===== config.mk =====
export PLATFORM = sky130hd
export DESIGN_NAME = lfwt_top
export DESIGN_NICKNAME = d
export VERILOG_FILES = /design/src/lfwt_pkg.sv /design/src/lfwt_top.sv
export SDC_FILE = /design/constraint.sdc
export NUM_CORES = 1
export LEC_CHECK = 0
export ABC_AREA = 0
export BUFFER_PORTS_ARGS = -buffer_cell sky130_fd_sc_hd__buf_2
export CAP_MARGIN = 15
export CORE_MARGIN = 2
export CORE_UTILIZATION = 31
export DETAILED_ROUTE_END_ITERATION = 6
export SETUP_SLACK_MARGIN = 0.05
export SYNTH_ARGS = -nofsm -noshare
export SYNTH_HDL_FRONTEND = slang
export SYNTH_SLANG_ARGS = --single-unit
export TNS_END_PERCENT = 100

===== constraint.sdc =====
create_clock -name clk -period 9.35 [get_ports clk]
set_input_delay 0.4675 -clock clk [delete_from_list [all_inputs] [get_ports clk]]
set_output_delay 0.4675 -clock clk [all_outputs]
set_load 0.005 [all_outputs]

===== src/lfwt_pkg.sv =====
package lfwt_pkg;
    // ==========================================================
    // Register map (byte addresses; printed offsets are not all multiples of four)
    localparam logic [7:0] PWR_CTRL_IDX = 8'h87;
    localparam logic [7:0] TMR_CTRL_IDX = 8'hFB;
    localparam logic [7:0] WAKE_STAT_IDX = 8'hF0;
    localparam logic [11:0] PWR_CTRL_ADDR = {PWR_CTRL_IDX, 2'b00} + 12'h000;
    localparam logic [11:0] TMR_CTRL_ADDR = {TMR_CTRL_IDX, 2'b00} + 12'h000;
    localparam logic [11:0] WAKE_STAT_ADDR = {WAKE_STAT_IDX, 2'b00} + 12'h000;

    // ==========================================================
    // Field positions
    localparam int RUN_BIT = 7;
    localparam int FLAG_BIT = 6;
    localparam int SEL_LSB = 0;
    localparam int STOP_BIT = 1;
    localparam int IDLE_BIT = 0;

    // ==========================================================
    // Reset values
    localparam logic RUN_RST = 1'b0;
    localparam logic FLAG_RST = 1'b0;
    localparam logic [3:0] SEL_RST = 4'h0;

    // ==========================================================
    // Timing
    localparam int LF_HZ = 32000;
    localparam int BASE_TICKS = 500;    // 15.625 ms at 32 kHz
    localparam int CODE_4MS = 8;
    localparam int TICKS_4MS = 128;     // 4.0 ms as printed
    localparam int SYS_MHZ = 250;
    localparam int OSC_SETTLE_NS = 2000;
    localparam int OSC_SETTLE_CYC = (OSC_SETTLE_NS * SYS_MHZ + 999) / 1000;

    // ==========================================================
    // Types
    typedef enum logic [1:0] {LFWT_RUN, LFWT_IDLE, LFWT_STOP, LFWT_WARM} lfwt_mode_t;

    typedef struct packed {
        logic run;
        logic [3:0] sel;
    } lfwt_tcfg_t;
endpackage : lfwt_pkg


===== src/lfwt_top.sv =====
// Local design decision: the APB interface to the registers.
module lfwt_top #(
    parameter int SETTLE_CYC = lfwt_pkg::OSC_SETTLE_CYC
) (
    // Clock and reset
    input wire logic clk,
    input wire logic rst,
    // APB slave
    input wire logic psel,
    input wire logic penable,
    input wire logic pwrite,
    input wire logic [11:0] paddr,
    input wire logic [31:0] pwdata,
    output logic [31:0] prdata,
    output logic pready,
    output logic pslverr,
    // Slow clock tick (pin domain) and oscillator control
    input wire logic lfTick,
    input wire logic watchdogEnable,
    output logic lfOscEnable,
    output logic hfOscEnable,
    // Interrupt system
    input wire logic [2:0] externalIrqInputs,
    input wire logic irqEnabledPending,
    input wire logic timerIrqAccept,
    output logic timerIrq,
    // Core hold
    output logic coreHold
);
    // ==========================================================
    // Input synchronisers
    logic [2:0] tickSync_reg, tickSync_next;
    logic [2:0] extS1_reg, extS1_next, extS2_reg, extS2_next;
    logic wdS1_reg, wdS1_next, wdS2_reg, wdS2_next;

    // Two flops per pin; the tick gets a third so its edge test never reads the first
    always_comb begin
        tickSync_next = {tickSync_reg[1:0], lfTick};
        extS1_next = externalIrqInputs;
        extS2_next = extS1_reg;
        wdS1_next = watchdogEnable;
        wdS2_next = wdS1_reg;
    end

    always_ff @(posedge clk) begin
        if (rst) begin
            tickSync_reg <= 3'h0;
            extS1_reg <= 3'h0;
            extS2_reg <= 3'h0;
            wdS1_reg <= 1'b0;
            wdS2_reg <= 1'b0;
        end else begin
            tickSync_reg <= tickSync_next;
            extS1_reg <= extS1_next;
            extS2_reg <= extS2_next;
            wdS1_reg <= wdS1_next;
            wdS2_reg <= wdS2_next;
        end
    end

    // Edge only uses the second and third stages
    logic tickEdge;
    assign tickEdge = tickSync_reg[1] & ~tickSync_reg[2];

    // ==========================================================
    // APB decode
    logic wrEn, rdEn, hitPwr, hitTmr, hitStat;
    assign wrEn = psel & penable & pwrite;
    assign rdEn = psel & penable & ~pwrite;
    assign hitPwr = paddr == lfwt_pkg::PWR_CTRL_ADDR;
    assign hitTmr = paddr == lfwt_pkg::TMR_CTRL_ADDR;
    assign hitStat = paddr == lfwt_pkg::WAKE_STAT_ADDR;

    // ==========================================================
    // Timer state
    lfwt_pkg::lfwt_tcfg_t tcfg_reg, tcfg_next;
    logic flag_reg, flag_next;
    logic [20:0] tickCnt_reg, tickCnt_next;
    logic [20:0] period;
    logic elapsed;

    // Period in slow ticks; reserved codes never fire
    always_comb begin
        if (tcfg_reg.sel == 4'(lfwt_pkg::CODE_4MS)) begin
            period = 21'(lfwt_pkg::TICKS_4MS);
        end else if (tcfg_reg.sel > 4'hB) begin
            period = 21'h000000;
        end else begin
            period = 21'(lfwt_pkg::BASE_TICKS) << tcfg_reg.sel;
        end
    end

    assign elapsed = tcfg_reg.run && tickEdge && period != 21'h0 && tickCnt_reg + 21'h1 >= period;

    always_comb begin
        tcfg_next = tcfg_reg;
        flag_next = flag_reg;
        tickCnt_next = tickCnt_reg;
        if (wrEn && hitTmr) begin
            tcfg_next.run = pwdata[lfwt_pkg::RUN_BIT];
            tcfg_next.sel = pwdata[lfwt_pkg::SEL_LSB +: 4];
            flag_next = pwdata[lfwt_pkg::FLAG_BIT];
        end
        if (timerIrqAccept) begin
            flag_next = 1'b0;
        end
        // Count only while running; restart after each period
        if (!tcfg_reg.run) begin
            tickCnt_next = 21'h0;
        end else if (elapsed) begin
            tickCnt_next = 21'h0;
        end else if (tickEdge) begin
            tickCnt_next = tickCnt_reg + 21'h1;
        end
        // Set wins over any clear in the same cycle
        if (elapsed) begin
            flag_next = 1'b1;
        end
    end

    always_ff @(posedge clk) begin
        if (rst) begin
            tcfg_reg <= '{run: lfwt_pkg::RUN_RST, sel: lfwt_pkg::SEL_RST};
            flag_reg <= lfwt_pkg::FLAG_RST;
            tickCnt_reg <= 21'h0;
        end else begin
            tcfg_reg <= tcfg_next;
            flag_reg <= flag_next;
            tickCnt_reg <= tickCnt_next;
        end
    end

    // ==========================================================
    // Power modes
    lfwt_pkg::lfwt_mode_t mode_reg, mode_next;
    logic [15:0] settle_reg, settle_next;
    logic [1:0] wake_reg, wake_next;    // Last STOP wake cause: bit0 external, bit1 timer
    logic extWake;
    assign extWake = |extS2_reg;

    // Mode writes only act from RUN: a halted core cannot issue one
    always_comb begin
        mode_next = mode_reg;
        settle_next = settle_reg;
        wake_next = wake_reg;
        unique case (mode_reg)
            lfwt_pkg::LFWT_RUN: begin
                // Write only register: mode bits act, nothing is stored
                if (wrEn && hitPwr && pwdata[lfwt_pkg::STOP_BIT]) begin
                    mode_next = lfwt_pkg::LFWT_STOP;
                end else if (wrEn && hitPwr && pwdata[lfwt_pkg::IDLE_BIT]) begin
                    mode_next = lfwt_pkg::LFWT_IDLE;
                end
            end
            lfwt_pkg::LFWT_IDLE: begin
                if (irqEnabledPending || flag_reg) begin
                    mode_next = lfwt_pkg::LFWT_RUN;
                end
            end
            lfwt_pkg::LFWT_STOP: begin
                // Only external lines or the timer end STOP
                if (extWake || flag_reg) begin
                    mode_next = lfwt_pkg::LFWT_WARM;
                    settle_next = 16'(SETTLE_CYC);
                    wake_next = {flag_reg, extWake};
                end
            end
            lfwt_pkg::LFWT_WARM: begin
                // Hold the core until the fast oscillator settles
                if (settle_reg <= 16'h1) begin
                    mode_next = lfwt_pkg::LFWT_RUN;
                end else begin
                    settle_next = settle_reg - 16'h1;
                end
            end
        endcase
    end

    always_ff @(posedge clk) begin
        if (rst) begin
            mode_reg <= lfwt_pkg::LFWT_RUN;
            settle_reg <= 16'h0;
            wake_reg <= 2'h0;
        end else begin
            mode_reg <= mode_next;
            settle_reg <= settle_next;
            wake_reg <= wake_next;
        end
    end

    // ==========================================================
    // Registered outputs
    logic [31:0] prdata_next;
    logic pready_next, pslverr_next;
    logic lfOsc_next, hfOsc_next, irq_next, hold_next;

    // Oscillator, interrupt and hold outputs follow next state, so they change with the state and not a cycle later; the watchdog term follows wdS2_reg a cycle later
    always_comb begin
        prdata_next = 32'h0;
        pready_next = psel & ~penable;
        pslverr_next = 1'b0;
        if (psel && !penable) begin
            if (hitTmr && !pwrite) begin
                prdata_next = {24'h0, tcfg_reg.run, flag_reg, 2'b00, tcfg_reg.sel};
            end else if (hitStat && !pwrite) begin
                prdata_next = {30'h0, wake_reg};
            end else if (hitPwr) begin
                prdata_next = 32'h0;
                pslverr_next = ~pwrite;
            end else if (!hitTmr && !hitStat) begin
                pslverr_next = 1'b1;
            end else begin
                pslverr_next = pwrite & hitStat;
            end
        end
        lfOsc_next = tcfg_next.run | wdS2_reg;
        hfOsc_next = mode_next != lfwt_pkg::LFWT_STOP;
        irq_next = flag_next;
        hold_next = mode_next != lfwt_pkg::LFWT_RUN;
    end

    always_ff @(posedge clk) begin
        if (rst) begin
            prdata <= 32'h0;
            pready <= 1'b0;
            pslverr <= 1'b0;
            lfOscEnable <= 1'b0;
            hfOscEnable <= 1'b1;
            timerIrq <= 1'b0;
            coreHold <= 1'b0;
        end else begin
            prdata <= prdata_next;
            pready <= pready_next;
            pslverr <= pslverr_next;
            lfOscEnable <= lfOsc_next;
            hfOscEnable <= hfOsc_next;
            timerIrq <= irq_next;
            coreHold <= hold_next;
        end
    end

    // ==========================================================
    // Checks
    // Timer
    flag_set_a: assert property (@(posedge clk) disable iff (rst) elapsed |=> flag_reg)
        else $error("flag not set after period");
    flag_clear_a: assert property (@(posedge clk) disable iff (rst)
        (timerIrqAccept && !elapsed && !(wrEn && hitTmr)) |=> !flag_reg)
        else $error("flag not cleared on accept");
    run_stop_a: assert property (@(posedge clk) disable iff (rst) !tcfg_reg.run |=> tickCnt_reg == 21'h0)
        else $error("counter moved while stopped");
    count_restart_a: assert property (@(posedge clk) disable iff (rst) elapsed |=> tickCnt_reg == 21'h0)
        else $error("counter not restarted");
    reserved_quiet_a: assert property (@(posedge clk) disable iff (rst) tcfg_reg.sel > 4'hB |-> !elapsed)
        else $error("reserved select fired");
    irq_follow_a: assert property (@(posedge clk) disable iff (rst)
        (flag_reg && !timerIrqAccept && !(wrEn && hitTmr)) |=> timerIrq)
        else $error("interrupt not raised");

    // Power modes
    stop_entry_a: assert property (@(posedge clk) disable iff (rst)
        (mode_reg == lfwt_pkg::LFWT_RUN && wrEn && hitPwr && pwdata[lfwt_pkg::STOP_BIT]) |=> !hfOscEnable)
        else $error("fast oscillator not halted");
    hf_stop_a: assert property (@(posedge clk) disable iff (rst)
        mode_reg == lfwt_pkg::LFWT_STOP |-> !hfOscEnable)
        else $error("fast oscillator running in STOP");
    stop_exit_a: assert property (@(posedge clk) disable iff (rst)
        (mode_reg == lfwt_pkg::LFWT_STOP && !extWake && !flag_reg) |=> mode_reg == lfwt_pkg::LFWT_STOP)
        else $error("STOP left without cause");
    wake_flag_a: assert property (@(posedge clk) disable iff (rst)
        (mode_reg == lfwt_pkg::LFWT_STOP && flag_reg) |=> mode_reg == lfwt_pkg::LFWT_WARM)
        else $error("timer did not end STOP");
    idle_wake_a: assert property (@(posedge clk) disable iff (rst)
        (mode_reg == lfwt_pkg::LFWT_IDLE && irqEnabledPending) |=> !coreHold)
        else $error("IDLE not ended");
    idle_hold_a: assert property (@(posedge clk) disable iff (rst)
        mode_reg == lfwt_pkg::LFWT_IDLE |-> coreHold && hfOscEnable)
        else $error("core not held in IDLE");
    warm_hold_a: assert property (@(posedge clk) disable iff (rst)
        $rose(mode_reg == lfwt_pkg::LFWT_WARM) |-> coreHold && hfOscEnable)
        else $error("core released too early");

    // Oscillators and bus
    lf_osc_a: assert property (@(posedge clk) disable iff (rst) tcfg_reg.run |-> lfOscEnable)
        else $error("slow oscillator off");
    lf_watch_a: assert property (@(posedge clk) disable iff (rst) wdS2_reg |=> lfOscEnable)
        else $error("slow oscillator off for watchdog");
    pwr_read_a: assert property (@(posedge clk) disable iff (rst)
        (psel && !penable && !pwrite && hitPwr) |=> prdata == 32'h0 && pslverr)
        else $error("power register readable");
endmodule : lfwt_top


==> results of run 1 <==
==> final cells by class <==
class / count / area (um^2) / share of cell area
clock inverter: 7 / 80.08 / 0.01736
multi-input combinational: 387 / 2471 / 0.5358
clock buffer: 9 / 225.2 / 0.04883
inverter: 9 / 33.78 / 0.007325
sequential: 69 / 1381 / 0.2995
timing repair buffer: 41 / 205.2 / 0.04449
tap: 172 / 215.2 / 0.04666
==> worst max-delay path, cell delays in order (launching register included) <==
cell      delay, ns
dfxtp_1        0.40
ha_1           0.27
and4_1         0.31
nand3_1        0.20
or2_2          0.36
nor3_1         0.23
xor2_1         0.19
ha_1           0.27
a21oi_1        0.14
o21ai_0        0.13
a21oi_1        0.18
nand4_1        0.78
a211oi_1       0.48
==> power by group through the flow <==
stage | sequential (uW) | combinational [uW] | clock, uW
after floorplan | 304 | 18.5 | 0
after global placement | 304 | 19.7 | 0
after detailed placement | 304 | 20.1 | 0
after CTS | 297 | 20.1 | 355
after global routing | 297 | 23.0 | 368
final | 297 | 20.3 | 346
==> routing by layer <==
layer / part of all wire / up-vias / track usage
li1: - / 1769 / -
met1: 0.48 / 1651 / 0.1722
met2: 0.47 / 61 / 0.2116
met3: 0.035 / 12 / 0.03161
met4: 0.013 / 0 / 0.04092
met5: 0 / - / 0
==> cell families (layout without fill, tap and decap cells) <==
family | after synthesis | in the layout
flip-flops | 69 | 69
buffers and inverters | 63 | 66
multiplexers | 6 | 6
XOR/XNOR | 40 | 40
AO/OA/AOI/OAI | 99 | 99
adder cells (fa/ha/maj) | 23 | 23
other | 2 | 27
AND/OR/NAND/NOR | 192 | 192
==> cells in the mapped netlist (4+ instances only) <==
| library cell | instances |
|---|---|
| dfxtp_1 | 69 |
| nand2_1 | 42 |
| a21oi_1 | 28 |
| buf_4 | 26 |
| nor2_1 | 25 |
| clkbuf_1 | 24 |
| ha_1 | 23 |
| xnor2_1 | 23 |
| a211oi_1 | 22 |
| o21ai_0 | 20 |
| nand3_1 | 17 |
| or3_1 | 17 |
| xor2_1 | 17 |
| nor2b_1 | 16 |
| nand4_1 | 13 |
| nor3_1 | 13 |
| inv_1 | 9 |
| or4_1 | 9 |
| nor4_1 | 8 |
| a31oi_1 | 7 |
| o31ai_1 | 7 |
| and3_1 | 6 |
| mux2i_1 | 6 |
| or2_2 | 6 |
| nand2b_1 | 5 |
| and4_1 | 4 |
| o21bai_1 | 4 |
==> how the worst min path moves through the flow <==
stage                               startpoint      endpoint  slack [ns]
final                     externalIrqInputs[1]  extS1_reg[1]        0.33
after detailed placement          extS1_reg[1]  extS2_reg[1]        0.42
after global placement            extS1_reg[1]  extS2_reg[1]        0.42
after global routing      externalIrqInputs[1]  extS1_reg[1]        0.35
after CTS                 externalIrqInputs[1]  extS1_reg[1]        0.33
after floorplan                       wdS2_reg   lfOscEnable        0.41
==> through the flow <==
stage | hold slack, ns | power [uW] | cells | utilization | worst slack [ns]
4_1_cts | 0.3259 | 672.3 | 694 | 0.3611 | 5.168
6_report | 0.3348 | 663.5 | 694 | 0.3611 | 5.277
2_1_floorplan | 0.4108 | 322.2 | 519 | - | 6.330
3_5_place_dp | 0.4239 | 323.8 | 678 | 0.3372 | 5.201
3_3_place_gp | 0.4173 | 323.3 | 678 | 0.3372 | 5.294
5_1_grt | 0.3510 | 688.5 | 694 | 0.3611 | 4.856
==> flow_metrics.tcl, run 1 <==
set metrics [dict create \
    grt_max_degree 32 \
    crit_fanout 21 \
    async_reset_ff_frac 0 \
    seqPwrFrac 0.448 \
    grt_overflow 0 \
    dpl_cell_area_um2 4307 \
    drive_gt1_frac 0.1284 \
    synth-xor-area-share 0.08552 \
    wirelength_um 9030 \
    synthFlopType "dfxtp_1" \
    fillers 1315 \
    crit_path_end "tickCnt_reg[17]" \
    yosysUniqueCellTypes 46 \
    syn2layout_area_growth_pct 12.58 \
    nets 596 \
    grt_pass1_vias 3222 \
    combPwrFrac 0.031 \
    rsz0062_at_grt "false" \
    synth_top_family_by_area "simple AND/OR/NAND/NOR gates" \
    synth_seq_cells 69 \
    synth_area_um2 4096 \
    numCtsBuffers 9 \
    syn_area_per_cell_um2 8.292 \
    critPathCaptureType "register" \
    path_clk_slew_ns 0.06 \
    synth_top_area_cell "dfxtp_1" \
    yosysWarnings 0 \
    status "complete, no violations" \
    dr_total_vias 3493 \
    largest_reg_flops 21 \
    post-route-period-util 0.4356 \
    drv_slew 0 \
    setup_viol 0 \
    path_class "reg -> reg" \
    p_leak_uw 0.001836 \
    grt_usage 0.1310 \
    cts_tree "built" \
    firstDrtPassIters 4 \
    antenna_cells 0 \
    grt_first_pass_wirelength_um 15260 \
    cap_viol_max_count 0 \
    pwr_density_cell_nw_per_um2 143.9 \
    worstSetupStartpointType "register" \
    routed_via_density 5.033 \
    clkSinkCount 69 \
    layout_commonest_cell "dfxtp_1" \
    cts_repair_resize_count 0 \
    fin_setup_tns_ns 0 \
    reg2reg_depth 12 \
    mostFrequentLayoutCells "69 x dfxtp_1, 42 x nand2_1, 41 x buf_2, 28 x a21oi_1, 27 x conb_1" \
    period_needed_ns 4.073 \
    drc 0 \
    tightest_slew_ns 0.9701 \
    synth_enable_flop_cells 0 \
    cts_buffer_depth 2 \
    synth_area_leaders "dfxtp_1 34%, ha_1 7.0%, xnor2_1 4.9%" \
    min_path_type "in -> reg" \
    relSlewSlack 0.3513 \
    hold_violations 0 \
    clock.fmax_mhz 245.5 \
    r2r_end "tickCnt_reg[17]" \
    yosysTopAreaCellShare 0.3372 \
    ff2ff_setup_slack_ns 5.28 \
    critical_path_required_ns 9.58 \
    rows 41 \
    synthMuxAreaShare 0.01466 \
    fin_skew_ns 0.006295 \
    clkLatencyLatePin_ns 0.34 \
    die_area_um2 14150 \
    synth_compound_area_frac 0.1521 \
    design.core.area_um2 12770 \
    dp_hpwl_um 6539 \
    cts_htree_levels 3 \
    antenna_found_initial 0 \
    drtIter0Drc 192 \
    cp.arrival_ns 4.30 \
    holdPathStages 2 \
    die_h_um 119.0 \
    ant_nets 0 \
    stdcell_area_um2 4612 \
    power.internal_uw 514.0 \
    pin_count 94 \
    synth-simple-area-share 0.2560 \
    io_buffers 41 \
    clockRootBuffer "clkbuf_16" \
    postCtsHoldBufs 0 \
    place_congestion 0.7894 \
    switchingPower_uw 149.5 \
    startpoint "tickCnt_reg[0]" \
    ys_seq_area_frac 0.3372 \
    wl_per_cell_um 13.01 \
    syn-instance-count 494 \
    r2r_start "tickCnt_reg[0]" \
    die_x_um 119.0 \
    switching_share 0.2253 \
    clockPowerShare 0.521 \
    start_util 0.3207 \
    post-cts-setup-buffer-count 0 \
    synthAdderAreaFrac 0.07025 \
    peakVddDrop_uv 114.0 \
]
No activity file was read; power rests on OpenSTA's default activity.
==> run 2, diff against run 1 <==
==> constraint.sdc (replaced) <==
create_clock -name clk -period 3.6 [get_ports clk]
set_input_delay 0.18 -clock clk [delete_from_list [all_inputs] [get_ports clk]]
set_output_delay 0.18 -clock clk [all_outputs]
set_load 0.005 [all_outputs]
==> run 2 against run 1 <==
  * Sequential power increased to 2.6 times the previous value
  * Via count down 0.29%
  * Setup slack worse by 5.0 ns
  * Core utilization up 0.63 points
  * Clock skew increased by 0.00099 ns
  * Die area did not move
  * Routed wire length is 0.99% higher
  * Critical endpoint is now tickCnt_reg[6]
  * Maximum frequency grew 24%
  * Power rose to 2.7 times the previous value
==> flow_metrics.tcl, run 2 (synthesized netlist as in run 1, its figures left out) <==
set metrics [dict create \
    status "complete, no violations" \
    peakVddDrop_uv 236.0 \
    dp_hpwl_um 6641 \
    start_util 0.3207 \
    drive_gt1_frac 0.1404 \
    antenna_found_initial 0 \
    stdcell_count 699 \
    post-cts-setup-buffer-count 0 \
    ff2ff_setup_slack_ns 0.31 \
    path_class "reg -> reg" \
    place_congestion 0.7684 \
    dr_total_vias 3483 \
    clkLatencyLatePin_ns 0.33 \
    fin_ws_ns 0.3082 \
    numCtsBuffers 9 \
    drc 0 \
    die_area_um2 14150 \
    antenna_cells 0 \
    drv_slew 0 \
    relSlewSlack 0.4077 \
    cp.arrival_ns 3.46 \
    mostFrequentLayoutCells "69 x dfxtp_1, 42 x nand2_1, 41 x buf_2, 28 x a21oi_1, 27 x conb_1" \
    grt_first_pass_wirelength_um 14950 \
    cap_viol_max_count 0 \
    ff_latch_area_um2 1381 \
    wl_per_cell_um 13.05 \
    routed_via_density 4.983 \
    place_inst 683 \
    cts_buffer_depth 2 \
    wirelength_um 9119 \
    fin_skew_ns 0.007288 \
    cts_tree "built" \
    design.core.area_um2 12770 \
    rsz0062_at_grt "false" \
    pwr_density_cell_nw_per_um2 379.6 \
    path_clk_slew_ns 0.06 \
    clockRootBuffer "clkbuf_16" \
    postCtsHoldBufs 0 \
    grt_overflow 0 \
    cts_htree_levels 3 \
    rows 41 \
    fillers 1309 \
    nets 601 \
    worstSetupStartpointType "register" \
    largest_reg_flops 21 \
    period_needed_ns 3.292 \
    firstDrtPassIters 4 \
    post-route-period-util 0.9144 \
    tightest_slew_ns 0.8803 \
    p_leak_uw 0.001872 \
    setup_viol 0 \
    multiInputGateArea_um2 2480 \
    crit_fanout 21 \
    clkSinkCount 69 \
    critical_path_required_ns 3.77 \
    grt_pass1_vias 3150 \
    clock.fmax_mhz 303.8 \
    min_path_type "in -> reg" \
    die_x_um 119.0 \
    io_buffers 41 \
    fin_setup_tns_ns 0 \
    fin_util 0.3673 \
    die_h_um 119.0 \
    ant_nets 0 \
    grt_usage 0.1284 \
    grt_max_degree 32 \
    drtIter0Drc 177 \
    finalPower_uw 1781 \
    critPathCaptureType "register" \
    hold_violations 0 \
    pin_count 94 \
    layout_commonest_cell "dfxtp_1" \
    syn2layout_area_growth_pct 14.54 \
    place_ws_ns 0.1858 \
]
run 2: routing by layer:
metal / GRT usage / wire [um] / up-vias
met4: 0.04092 / 62 / 0
met3: 0.03448 / 364 / 6
met2: 0.2083 / 4444 / 71
li1: - / - / 1785
met5: 0 / 0 / -
met1: 0.1654 / 4247 / 1621
run 2: path summary, 6_finish.rpt:
kind | endpoint | cells after the start | startpoint
hold reg to reg | lfOscEnable | 2 | wdS2_reg
hold / removal | wdS1_reg | 2 | watchdogEnable
setup reg to reg | tickCnt_reg[6] | 13 | tickCnt_reg[1]
setup / recovery | tickCnt_reg[6] | 13 | tickCnt_reg[1]
run 2: report_power, final:
part           internal (uW)  switching, uW  total [uW]
Combinational           21.3           31.6        53.0
Sequential               770           1.68         772
Clock                    626            330         956
run 2: metrics by stage:
stage	hold WS [ns]	cell area [um^2]
final	0.06065	4692
after global routing	0.06455	4692
after CTS	0.05217	4683
after detailed placement	0.3943	4357
after global placement	0.3957	4357
after floorplan	0.2656	4190
run 2: worst max-delay path, stage by stage, from the launching register on:
cell	delay, ns
dfxtp_1	0.41
ha_2	0.26
and4_2	0.31
nand3_1	0.18
or2_2	0.37
nor3_2	0.16
xor2_1	0.09
ha_1	0.33
nand4_1	0.20
nor4_1	0.34
nand2_1	0.08
nand4_1	0.14
buf_12	0.18
a211oi_1	0.08
run 2: area by class of cell:
class	count	share of cell area
Clock buffer	11	0.05173
Clock inverter	5	0.01787
Inverter	9	0.007200
Multi-Input combinational cell	387	0.5285
Sequential cell	69	0.2944
Tap cell	172	0.04587
Timing Repair Buffer	46	0.05440
run 2: timing repair:
action,4_1_cts,5_1_grt
endpoints found under the setup margin,0,21
resized for setup,0,3
endpoints found under the hold margin,0,0
==> run 3, diff against run 2 <==
--- a/config.mk
+++ b/config.mk
@@ -8,6 +8,7 @@
 export ABC_AREA = 0
 export BUFFER_PORTS_ARGS = -buffer_cell sky130_fd_sc_hd__buf_2
 export CAP_MARGIN = 15
+export CORE_ASPECT_RATIO = 1.75
 export CORE_MARGIN = 2
 export CORE_UTILIZATION = 31
 export DETAILED_ROUTE_END_ITERATION = 6
==> run 3 against run 2 <==
  * Routed wire length up 0.46%
  * Combinational power about the same
  * Setup slack gained 0.13 ns
  * Critical endpoint is now tickCnt_reg[10]
  * Largest cell class unchanged
  * Highest routed layer unchanged
==> flow_metrics.tcl, run 3 (synthesized netlist as in run 1, its figures left out) <==
set metrics [dict create \
    post-route-period-util 0.8793 \
    postCtsHoldBufs 0 \
    drive_gt1_frac 0.1420 \
    reg2reg_depth 13 \
    antenna_cells 0 \
    setup_viol 0 \
    antenna_found_initial 0 \
    firstDrtPassIters 5 \
    fin_skew_ns 0.007127 \
    worstSetupStartpointType "register" \
    cap_viol_max_count 0 \
    ant_nets 0 \
    crit_chain "ha_2 -> and4_1 -> nand3_1 -> or2_2 -> nor3_1 -> xor2_1 -> ha_1 -> a21oi_1 -> o21ai_0 -> a21oi_1 -> nand4_1 -> buf_12 -> a211oi_1" \
    cts_repair_resize_count 0 \
    dp_hpwl_um 7007 \
    critPathSlowestCell "dfxtp_1" \
    cts_tree "built" \
    grt_overflow 0 \
    tightest_slew_ns 0.7808 \
    die_area_um2 14190 \
    worstHoldStart "externalIrqInputs[0]" \
    status "complete, no violations" \
    layout_commonest_cell "dfxtp_1" \
    min_path_type "in -> reg" \
    ff_latch_area_um2 1383 \
    design.core.area_um2 12940 \
    holdPathEnd "extS1_reg[0]" \
    use_met1 0.1313 \
    grt_util_met3 0.02705 \
    rows 55 \
    clockRootBuffer "clkbuf_16" \
    period_needed_ns 3.166 \
    holdPathStages 2 \
    clkSinkCount 69 \
    syn2layout_area_growth_pct 14.72 \
    grt_first_pass_wirelength_um 15100 \
    crit_path_max_incr_delay_ns 0.39 \
    drv_slew 0 \
    routed_via_density 5.070 \
    p_leak_uw 0.001885 \
    cts_htree_levels 3 \
    finalPower_uw 1799 \
    peakVddDrop_uv 319.3 \
    multiInputGateArea_um2 2474 \
    clock.fmax_mhz 315.9 \
    dr_total_vias 3544 \
    pwr_density_cell_nw_per_um2 382.8 \
    crit_fanout 21 \
    r2r_start "tickCnt_reg[1]" \
    io_buffers 41 \
    cp.arrival_ns 3.40 \
    grt_max_degree 32 \
    post-cts-setup-buffer-count 0 \
    fin_setup_tns_ns 0 \
    cts_buffer_depth 2 \
    die_h_um 156.1 \
    r2r_end "tickCnt_reg[10]" \
    nets 602 \
    drc 0 \
    relSlewSlack 0.4747 \
    clkLatencyLatePin_ns 0.33 \
    place_congestion 0.8377 \
    numCtsBuffers 9 \
    grt_usage 0.1291 \
    path_common_cell "a21oi_1" \
    start_util 0.3166 \
    pin_count 94 \
    grt_util_met2 0.2480 \
    top_usage_layer "met2" \
    fillers 1361 \
    path_class "reg -> reg" \
    hold_violations 0 \
    largest_reg_flops 21 \
    wl_per_cell_um 13.11 \
    critPathCaptureType "register" \
    rsz0062_at_grt "false" \
    drtIter0Drc 164 \
    critical_path_required_ns 3.84 \
    die_x_um 90.90 \
    wirelength_um 9161 \
    ff2ff_setup_slack_ns 0.43 \
    mostFrequentLayoutCells "68 x dfxtp_1, 42 x nand2_1, 41 x buf_2, 28 x a21oi_1, 27 x conb_1" \
    path_clk_slew_ns 0.06 \
    grt_pass1_vias 3352 \
]
run 3: layer usage:
layer | vias up | wire length (um)
li1 | 1784 | -
met1 | 1675 | 3562
met2 | 67 | 5042
met3 | 18 | 272
met4 | 0 | 283
met5 | - | 0
run 3: report_power, final:
part	switching, uW	total, uW	internal [uW]
Clock	343	974	631
Combinational	31.3	52.7	21.3
Sequential	1.76	772	770
run 3: critical path: cells and delay by family, from the launching register on:
| kind | cells | cell delay [ns] |
|---|---|---|
| xor gates and xnor gates | 1 | 0.19 |
| adders and majority gates | 2 | 0.52 |
| and+or+nand+nor | 5 | 1.10 |
| buffers and inverters | 1 | 0.20 |
| DFF | 1 | 0.39 |
| AOI/OAI and AO/OA | 4 | 0.66 |
run 3: cell type report:
class	instances	share of cell area
multi-input cells	387	0.5264
flip-flops and latches	69	0.2942
repair buffers	47	0.05591
clock buffers	10	0.05085
well taps	171	0.04553
clock inverters	6	0.01997
inverters	9	0.007188
run 3: worst max path at each step:
stage                   startpoint               to  depth (start not counted)
floorplan           tickCnt_reg[0]  tickCnt_reg[10]                         13
global placement    tickCnt_reg[0]   tickCnt_reg[1]                         13
detailed placement  tickCnt_reg[0]  tickCnt_reg[19]                         13
CTS                 tickCnt_reg[0]  tickCnt_reg[19]                         13
global route        tickCnt_reg[1]  tickCnt_reg[10]                         13
finish              tickCnt_reg[1]  tickCnt_reg[10]                         13
run 3: per-stage QoR:
stage	instances	worst slack (ns)	hold slack, ns	utilization	instance area (um^2)
floorplan	519	0.5802	0.2656	-	4190
global placement	683	0.4086	0.3946	0.3372	4363
detailed placement	683	0.3349	0.3948	0.3372	4363
CTS	699	0.3242	0.05196	0.3630	4696
global route	699	0.06416	0.05908	0.3633	4700
finish	699	0.4345	0.05882	0.3633	4700
